==> config.mk <==
export PLATFORM = sky130hd
export DESIGN_NAME = seq_select
export DESIGN_NICKNAME = d
export VERILOG_FILES = /design/src/hw/seq_select.v
export VERILOG_INCLUDE_DIRS = /design/src /design/src/hw
export SDC_FILE = /design/constraint.sdc
export NUM_CORES = 1
export LEC_CHECK = 0
export ABC_CLOCK_PERIOD_IN_PS = 4400
export BUFFER_PORTS_ARGS = -buffer_cell sky130_fd_sc_hd__buf_2
export CORE_MARGIN = 2
export CORE_UTILIZATION = 55
export DETAILED_ROUTE_END_ITERATION = 8
export HOLD_SLACK_MARGIN = 0.1
export PLACE_DENSITY = 0.86
export RECOVER_POWER = 50
export SYNTH_ARGS = -nofsm -noshare
export SYNTH_HDL_FRONTEND = slang
export SYNTH_SLANG_ARGS = --single-unit
==> constraint.sdc <==
create_clock -name ref_clk -period 4.4 [get_ports ref_clk]
set_clock_uncertainty 0.1 [all_clocks]
set_input_delay 0 -clock ref_clk [delete_from_list [all_inputs] [get_ports ref_clk]]
set_output_delay 0 -clock ref_clk [all_outputs]
set_load 0.005 [all_outputs]
==> src/hw/seq_select_regs.vh <==
// Summary of operation
// - enabling the sequencer starts a cycle by loading set 0 into the active set
// - free-running source steps to next set on every trigger; with count above 1 the first image uses set 1
// - either input line one or line two may be chosen as the restart source
// - restart line high at a trigger begins a new cycle, using set 0
// - synchronous restart wins over the free-running advance at the same trigger
// - indices run 0 to count minus one; passing the last wraps to 0
// - with a line as control source, its level is sampled at each trigger
// - sampled control line low keeps the current set for that acquisition
// - sampled control line high loads the next set for that acquisition
// - line-gated advance behaves the same for line one and line two
// - while a monitored line changes, leave waiting state and drop triggers
// - disabling stops cycling and the active set reverts to pre-enable values
// - the set count per cycle is limited to at most 64
`ifndef SEQ_SELECT_REGS_VH
`define SEQ_SELECT_REGS_VH
// register byte offsets
`define SEQ_CTRL_ADDR      4'h0
`define SEQ_COUNT_ADDR     4'h4
`define SEQ_STATUS_ADDR    4'h8
// control register fields
`define CTRL_EN_BIT        0
`define CTRL_SRC_LSB       1
`define CTRL_SRC_MSB       2
`define CTRL_RST_LSB       3
`define CTRL_RST_MSB       4
`define CTRL_INV1_BIT      5
`define CTRL_INV2_BIT      6
`define CTRL_WIDTH         7
// control source codes
`define SRC_ALWAYS         2'h0
`define SRC_LINE1          2'h1
`define SRC_LINE2          2'h2
`define SRC_OFF            2'h3
// restart source codes
`define RST_NONE           2'h0
`define RST_LINE1          2'h1
`define RST_LINE2          2'h2
// set count limits and reset values
`define COUNT_MAX          7'h40
`define COUNT_MIN          7'h01
`define COUNT_RESET        7'h01
`define CTRL_RESET         7'h00
`define INDEX_ZERO         6'h00
// line settle window in ns, converted at 100 MHz
// 1000 ns at a 10 ns clock is 100 cycles, sized to the counter width
`define SETTLE_CYC         7'h64
`define SETTLE_W           7
`endif

==> src/hw/seq_select.v <==
// The address map and the Wishbone register port are this design's own decisions.
`timescale 1ns/1ps
`include "seq_select_regs.vh"
module seq_select (
   input  wire        ref_clk,      // 100 MHz clock
   input  wire        rst_n,        // async reset, active low
   input  wire [3:0]  wb_adr_i,     // byte address
   input  wire [31:0] wb_dat_i,     // write data
   output reg  [31:0] wb_dat_o,     // read data
   input  wire        wb_we_i,      // write enable
   input  wire [3:0]  wb_sel_i,     // byte selects
   input  wire        wb_stb_i,     // strobe
   input  wire        wb_cyc_i,     // cycle
   output reg         wb_ack_o,     // acknowledge
   input  wire        line1_in,     // digital input line one
   input  wire        line2_in,     // digital input line two
   input  wire        trig_in,      // frame start trigger
   output reg  [5:0]  set_index,    // set currently used for acquisition
   output reg         set_load,     // pulse: load set_index into active set
   output reg         seq_active,   // high while active set is sequencer-driven
   output reg         wait_trig,    // waiting for frame start trigger
   output reg         frame_start   // pulse: accepted trigger
);

   reg  [1:0]           rst_sync_r;
   wire                 rst_int_n;
   reg  [`CTRL_WIDTH-1:0] ctrl_r;
   reg  [6:0]           count_r;
   reg  [1:0]           l1_sync_r;
   reg  [1:0]           l2_sync_r;
   reg  [1:0]           tr_sync_r;
   reg                  l1_prev_r;
   reg                  l2_prev_r;
   reg                  tr_prev_r;
   reg  [`SETTLE_W-1:0] settle_r;
   reg                  en_prev_r;
   wire                 en;
   wire [1:0]           src;
   wire [1:0]           rsrc;
   wire                 lvl1;
   wire                 lvl2;
   wire                 ctl_lvl;
   wire                 rst_lvl;
   wire                 monitored_change;
   wire                 trig_edge;
   wire                 accept;
   wire                 do_restart;
   wire                 do_advance;
   wire                 wb_req;
   wire [6:0]           count_wr;

   // next index with wrap at count minus one
   function [5:0] next_idx;
      input [5:0] cur;
      input [6:0] cnt;
      begin
         if ({1'b0, cur} + 7'h01 >= cnt)
            next_idx = `INDEX_ZERO;
         else
            next_idx = cur + 6'h01;
      end
   endfunction

   // pick a line level by source code
   function line_pick;
      input [1:0] code;
      input       a;
      input       b;
      begin
         if (code == `SRC_LINE1)
            line_pick = a;
         else if (code == `SRC_LINE2)
            line_pick = b;
         else
            line_pick = 1'b0;
      end
   endfunction

   // reset release through two flip-flops
   always @(posedge ref_clk or negedge rst_n) begin
      if (!rst_n)
         rst_sync_r <= 2'h0;
      else
         rst_sync_r <= {rst_sync_r[0], 1'b1};
   end
   assign rst_int_n = rst_sync_r[1];

   // pin synchronisers and edge history
   always @(posedge ref_clk or negedge rst_int_n) begin
      if (!rst_int_n) begin
         l1_sync_r <= 2'h0;
         l2_sync_r <= 2'h0;
         tr_sync_r <= 2'h0;
         l1_prev_r <= 1'b0;
         l2_prev_r <= 1'b0;
         tr_prev_r <= 1'b0;
      end else begin
         l1_sync_r <= {l1_sync_r[0], line1_in};
         l2_sync_r <= {l2_sync_r[0], line2_in};
         tr_sync_r <= {tr_sync_r[0], trig_in};
         l1_prev_r <= l1_sync_r[1];
         l2_prev_r <= l2_sync_r[1];
         tr_prev_r <= tr_sync_r[1];
      end
   end

   assign en   = ctrl_r[`CTRL_EN_BIT];
   assign src  = ctrl_r[`CTRL_SRC_MSB:`CTRL_SRC_LSB];
   assign rsrc = ctrl_r[`CTRL_RST_MSB:`CTRL_RST_LSB];
   // sensed levels after optional inversion
   assign lvl1 = l1_sync_r[1] ^ ctrl_r[`CTRL_INV1_BIT];
   assign lvl2 = l2_sync_r[1] ^ ctrl_r[`CTRL_INV2_BIT];
   assign ctl_lvl = line_pick(src, lvl1, lvl2);
   assign rst_lvl = line_pick(rsrc, lvl1, lvl2);

   // a change on any line used as control or restart source
   assign monitored_change =
      (((src == `SRC_LINE1) || (rsrc == `RST_LINE1)) && (l1_sync_r[1] != l1_prev_r)) ||
      (((src == `SRC_LINE2) || (rsrc == `RST_LINE2)) && (l2_sync_r[1] != l2_prev_r));

   assign trig_edge  = tr_sync_r[1] && !tr_prev_r;
   assign accept     = trig_edge && (settle_r == {`SETTLE_W{1'b0}}) && !monitored_change;
   assign do_restart = (rsrc != `RST_NONE) && rst_lvl;
   assign do_advance = (src == `SRC_ALWAYS) || (((src == `SRC_LINE1) || (src == `SRC_LINE2)) && ctl_lvl);

   // busy window after a monitored line changes; triggers inside it are dropped
   always @(posedge ref_clk or negedge rst_int_n) begin
      if (!rst_int_n)
         settle_r <= {`SETTLE_W{1'b0}};
      else if (monitored_change)
         settle_r <= `SETTLE_CYC;
      else if (settle_r != {`SETTLE_W{1'b0}})
         settle_r <= settle_r - {{(`SETTLE_W-1){1'b0}}, 1'b1};
   end

   // set selection
   always @(posedge ref_clk or negedge rst_int_n) begin
      if (!rst_int_n) begin
         en_prev_r   <= 1'b0;
         set_index   <= `INDEX_ZERO;
         set_load    <= 1'b0;
         seq_active  <= 1'b0;
         frame_start <= 1'b0;
         wait_trig   <= 1'b0;
      end else begin
         en_prev_r   <= en;
         set_load    <= 1'b0;
         frame_start <= accept;
         wait_trig   <= (settle_r == {`SETTLE_W{1'b0}}) && !monitored_change;
         if (!en) begin
            seq_active <= 1'b0;
            set_index  <= `INDEX_ZERO;
         end else if (!en_prev_r) begin
            seq_active <= 1'b1;
            set_index  <= `INDEX_ZERO;
            set_load   <= 1'b1;
         end else if (accept) begin
            if (do_restart) begin
               set_index <= `INDEX_ZERO;
               set_load  <= 1'b1;
            end else if (do_advance) begin
               set_index <= next_idx(set_index, count_r);
               set_load  <= 1'b1;
            end
            // control line low: keep current set, no load
         end
      end
   end

   // clamp written count into 1..64
   assign count_wr = (wb_dat_i[6:0] > `COUNT_MAX || wb_dat_i[31:7] != 25'h0) ? `COUNT_MAX :
                     (wb_dat_i[6:0] < `COUNT_MIN) ? `COUNT_MIN : wb_dat_i[6:0];
   assign wb_req = wb_cyc_i && wb_stb_i && !wb_ack_o;

   // wishbone slave, one wait state
   always @(posedge ref_clk or negedge rst_int_n) begin
      if (!rst_int_n) begin
         wb_ack_o <= 1'b0;
         wb_dat_o <= 32'h0;
         ctrl_r   <= `CTRL_RESET;
         count_r  <= `COUNT_RESET;
      end else begin
         wb_ack_o <= wb_req;
         wb_dat_o <= 32'h0;
         if (wb_req) begin
            if (wb_adr_i == `SEQ_CTRL_ADDR) begin
               wb_dat_o <= {25'h0, ctrl_r};
               if (wb_we_i && wb_sel_i[0])
                  ctrl_r <= wb_dat_i[`CTRL_WIDTH-1:0];
            end else if (wb_adr_i == `SEQ_COUNT_ADDR) begin
               wb_dat_o <= {25'h0, count_r};
               if (wb_we_i && wb_sel_i[0] && !en)
                  count_r <= count_wr;
            end else if (wb_adr_i == `SEQ_STATUS_ADDR) begin
               wb_dat_o <= {23'h0, wait_trig, seq_active, 1'b0, set_index};
            end
         end
      end
   end

endmodule // seq_select

## After elaboration in Yosys (flattened, before gate mapping)

Cells that the tools add are included.
W data, S select, Z words.

- Add/subtract/negate cells: 3
- $lt $le $gt $ge: 3
- Eq/ne operators: 11
- Muxes and demuxes: 25
- Bitwise operators: 3
- Reductions and logical operators: 32

Operators by type and width:

| kind | count |
|---|---|
| $mux W6 | 6 |
| $mux W9 | 4 |
| $mux W7 | 4 |
| $reduce_bool A25 Y1 | 1 |
| $logic_and A1 B1 Y1 | 12 |
| $mux W1 | 11 |
| $add A6 B1 Y7 const B | 1 |
| $ge A7 B7 Y1 | 1 |
| $gt A7 B7 Y1 const B | 1 |
| $logic_not A7 Y1 | 1 |
| $lt A7 B1 Y1 const B | 1 |
| $reduce_bool A7 Y1 | 1 |
| $sub A7 B1 Y7 const B | 1 |
| $add A6 B1 Y6 const B | 1 |
| $logic_or A1 B1 Y1 | 6 |
| $eq A2 B1 Y1 const B | 2 |
| $eq A2 B2 Y1 const B | 2 |
| $eq A4 B3 Y1 const B | 1 |
| $eq A4 B4 Y1 const B | 1 |
| $logic_not A1 Y1 | 4 |
| $logic_not A4 Y1 | 1 |
| $ne A4 B2 Y1 const B | 1 |
| $reduce_and A4 Y1 | 1 |
| $reduce_bool A2 Y1 | 2 |
| other kinds (8) | 10 |

- Register bits after elaboration: 76
- Input port bits: 48
- Output and inout port bits: 43
- Word-level logic and storage cells: 95

## Longest topological paths before layout

- Depth in word-level cells: 10
- Gate-level depth with buffers: 11
- Mapped depth without buffers: 11

## Worst setup path before layout

Ideal clock, no wire load.

- Path type: register to register
- From: register set_index[0]
- To: register set_index[4]
- Library setup time: 0.082 ns
- Arrival: 2.110 ns
- Setup slack: 2.108 ns
- Stages on the path, launching flop included: 11
- Buffers on the path: 0
- Clock period less this slack: 2.292 ns
- Cell sequence: dfrtp_1 > ha_1 > nand3_1 > nand2b_1 > nand2_1 > ha_1 > and4_1 > a211oi_2 > and2_1 > a21boi_1 > o22ai_1

- Longest elaborated chain between the ends: 8
- Elaborated cells between the ends (all ways): 9
- Those cells by class: 2 x add/sub; 1 x order compare; 6 x mux

Ends and longest elaborated chain:

| what | RTL line | RTL |
|---|---|---|
| start, declared | seq_select.v:18 | `output reg [5:0] set_index,` |
| start signal, assigned | seq_select.v:140 | `` set_index <= `INDEX_ZERO; `` |
| start signal, assigned | seq_select.v:152 | `` set_index <= `INDEX_ZERO; `` |
| start signal, assigned | seq_select.v:155 | `` set_index <= `INDEX_ZERO; `` |
| $add A6 B1 Y7 | seq_select.v:57 | `if ({1'b0, cur} + 7'h01 >= cnt)` |
| $ge A7 B7 Y1 | seq_select.v:57 |  |
| $mux W6 * | seq_select.v:57 |  |
| $mux W6 * | seq_select.v:161 | `end else if (do_advance) begin` |
| $mux W6 * | seq_select.v:158 | `if (do_restart) begin` |
| $mux W6 * | seq_select.v:157 | `end else if (accept) begin` |
| $mux W6 * | seq_select.v:153 | `end else if (!en_prev_r) begin` |
| $mux W6 * | seq_select.v:150 | `if (!en) begin` |

Mark *: on every way between the ends. The rest lies on a longest branch, timed or not. The select of a mux whose other input is x is not followed.
A chain may end at the register's enable or synchronous reset.

## Final worst setup path

Ends and elaborated chain as after synthesis.

==> results.sh <==
export IMPL_core_um2=4820
export IMPL_postSynthAreaPerCell_um2=10.8
export IMPL_area_growth_syn_to_layout_pct=20.1
export IMPL_routedWlPerCell_um=13.5
export IMPL_drt_initial_drc_count=75
export IMPL_vias=2093
export IMPL_grt_usage=0.212
export IMPL_die_x_um=75.2
export IMPL_die_h_um=75.2
export IMPL_period_needed_ns=2.68
export IMPL_r2r_start="set_index[0]"
export IMPL_synth_edff_count=0
export IMPL_cts_buffer_depth=2
export IMPL_multi_input_area_um2=1290
export IMPL_final_max_slew_viol_count=52
export IMPL_firstDrtPassIters=4
export IMPL_ys_ff_latch=53
export IMPL_leakagePower_nw=1.62
export IMPL_clock_latency_ns=0.30
export IMPL_cts_tree="built"
export IMPL_clk_pin_slew_worst_paths_ns=0.09
export IMPL_wl_met2_mm=2.73
export IMPL_vias_per_cell=5.06
export IMPL_rows=25
export IMPL_die_area_um2=5660
export IMPL_rr_worst_depth=10
export IMPL_cap_violations=1
export IMPL_run_status="finished with violations"
export IMPL_violations="capacitance limit, slew limit"
export IMPL_power_density_nw_per_um2=311
export IMPL_cts_htree_levels=2
export IMPL_rsz0062_at_grt="no"
export IMPL_numPortBuffers=64
export IMPL_critPathCapture="set_index[4]"
export IMPL_relSlewSlack=-0.281
export IMPL_synth_warnings=0
export IMPL_synth_cells=259
export IMPL_synthArstFlopShare=1.00
export IMPL_worstPathArrival_ns=2.80
export IMPL_hold_viol=0
export IMPL_totalWireLength_mm=5.59
export IMPL_drtAntennaViolNets=0
export IMPL_critPathCaptureType="register"
export IMPL_ioPinCount=91
export IMPL_synth_top_area_share=0.467
export IMPL_crit_fanout=7
export IMPL_ys_types=57
export IMPL_fin_tns_setup_ns=0
export IMPL_synthTopCellsByArea="dfrtp_1, buf_4, ha_1"
export IMPL_synth_area_um2=2790
export IMPL_topRoutingLayerUsed="met4"
export IMPL_num_antenna_cells=0
export IMPL_met3_wirelength_um=315
export IMPL_setup_viol=0
export IMPL_final_common_cell="dfrtp_1"
export IMPL_drt_met1_wl_mm=2.46
export IMPL_antenna_found_initial=0
export IMPL_drive_gt1_frac=0.233
export IMPL_start_kind="register"
export IMPL_dpl_hpwl_mm=4.10
export IMPL_r2r_end="set_index[4]"
export IMPL_crit_start="set_index[0]"
export IMPL_start_util=0.579
export IMPL_setup_slack_ns=1.72
export IMPL_gr_total_overflow=0
export IMPL_clock_fmax_mhz=374
export IMPL_drt_drc_violations_left=0
export IMPL_grt_max_degree=52
export IMPL_ir_drop_mv=0.243
export IMPL_critPathKind="register to register"
export IMPL_fin_crit_sh=0.608
export IMPL_grt_pass1_wl_mm=9.10
export IMPL_mostFrequentLayoutCells="dfrtp_1, buf_2, nor2_1"
export IMPL_required_ns=4.53
export IMPL_yosysSeqAreaShare=0.476
export IMPL_cts_buffers=5
export IMPL_cts_hold_buf=20
export IMPL_root_buffer="clkbuf_8"
export IMPL_fillCellCount=395
export IMPL_place_worst_setup_slack_ns=1.77
export IMPL_synth_top_cell_by_area="dfrtp_1"
export IMPL_place_congestion=0.870
export IMPL_grt_pass1_vias=1974
export IMPL_layout_nets=406
export IMPL_synth_flop_cell="dfrtp_1"
export IMPL_hp_class="input port to register"
export IMPL_post_cts_repair_setup_buffers=0
export IMPL_r2r_setup_slack_ns=1.72
export IMPL_cts_sinks=53
export IMPL_cts_resized=0
export IMPL_worstMarginPinSlew_ns=1.92
export IMPL_seq_area_um2=1330
worst max-delay path, cell delays in order (launching register included):
cell and delay (ns):
dfrtp_1 0.51, ha_1 0.29, nand3_1 0.16, nand2b_1 0.21
nand2_1 0.09, ha_1 0.24, and4_1 0.19, a211oi_2 0.26
and2_1 0.27, nand2_1 0.11, o22ai_1 0.16
power breakdown:
| part | total [mW] | switching (mW) | internal, mW |
|---|---|---|---|
| clock | 0.261 | 0.148 | 0.113 |
| combinational | 0.201 | 0.100 | 0.100 |
| sequential | 0.579 | 0.0484 | 0.531 |
| total | 1.04 | 0.297 | 0.744 |
state kept, by name (all words and copies together), names as in the netlist, 2 cells and up:
name / flops
count_r: 7
ctrl_r: 7
l1_sync_r: 2
l2_sync_r: 2
rst_sync_r: 2
set_index: 6
settle_r: 7
tr_sync_r: 2
wb_dat_o: 9
cell families after synthesis:
family / Yosys count / synth area share
and+or+nand+nor: 87 / 0.192
adders and majority gates: 12 / 0.0538
xor gates and xnor gates: 11 / 0.0345
other: 2 / 0.00269
AOI/OAI and AO/OA: 39 / 0.104
muxes: 13 / 0.0489
DFF: 53 / 0.476
buffers and inverters: 42 / 0.0879
area by class of cell:
type	instances	share of cell area
inverters	16	0.0179
flip-flops and latches	53	0.396
multi-input cells	186	0.385
well taps	67	0.0250
clock inverters	1	0.00224
clock buffers	7	0.0228
repair buffers	84	0.150
cells in the mapped netlist, types with 3 or more instances:
library cell and n:
mux2i_1 8, nor3_1 6, xor2_1 7, nand2_1 11
inv_1 16, o21ai_0 7, mux2_2 5, a21boi_0 3
nor2_1 24, a22o_1 4, buf_4 23, ha_1 12
nor4_1 5, xnor2_1 4, nand3_1 10, a21oi_1 9
dfrtp_1 52
per-stage QoR:
stage          area, µm²  total power, mW  utilization  cells  hold slack [ns]
2_1_floorplan       2870            0.736            -    281           -0.396
3_3_place_gp        3090            0.767        0.642    386           -0.314
3_5_place_dp        3090            0.778        0.642    386           -0.312
4_1_cts             3380             1.05        0.701    414            0.109
5_1_grt             3350             1.10        0.696    414            0.136
6_report            3350             1.04        0.696    414            0.110
worst min path at each step:
stage                 startpoint            end  cells past startpoint
CTS                 wb_dat_i[21]     count_r[0]                      5
detailed placement         rst_n  rst_sync_r[0]                      1
floorplan                  rst_n  rst_sync_r[0]                      0
finish              wb_dat_i[21]     count_r[0]                      5
global route        wb_dat_i[21]     count_r[0]                      5
global placement           rst_n  rst_sync_r[0]                      1
per-layer routing:
metal,up-vias,global-route usage
li1,1021,-
met3,9,0.0415
met4,0,0.0643
met2,77,0.363
met1,986,0.274
met5,-,0
Power figures use the tool's default switching activity.
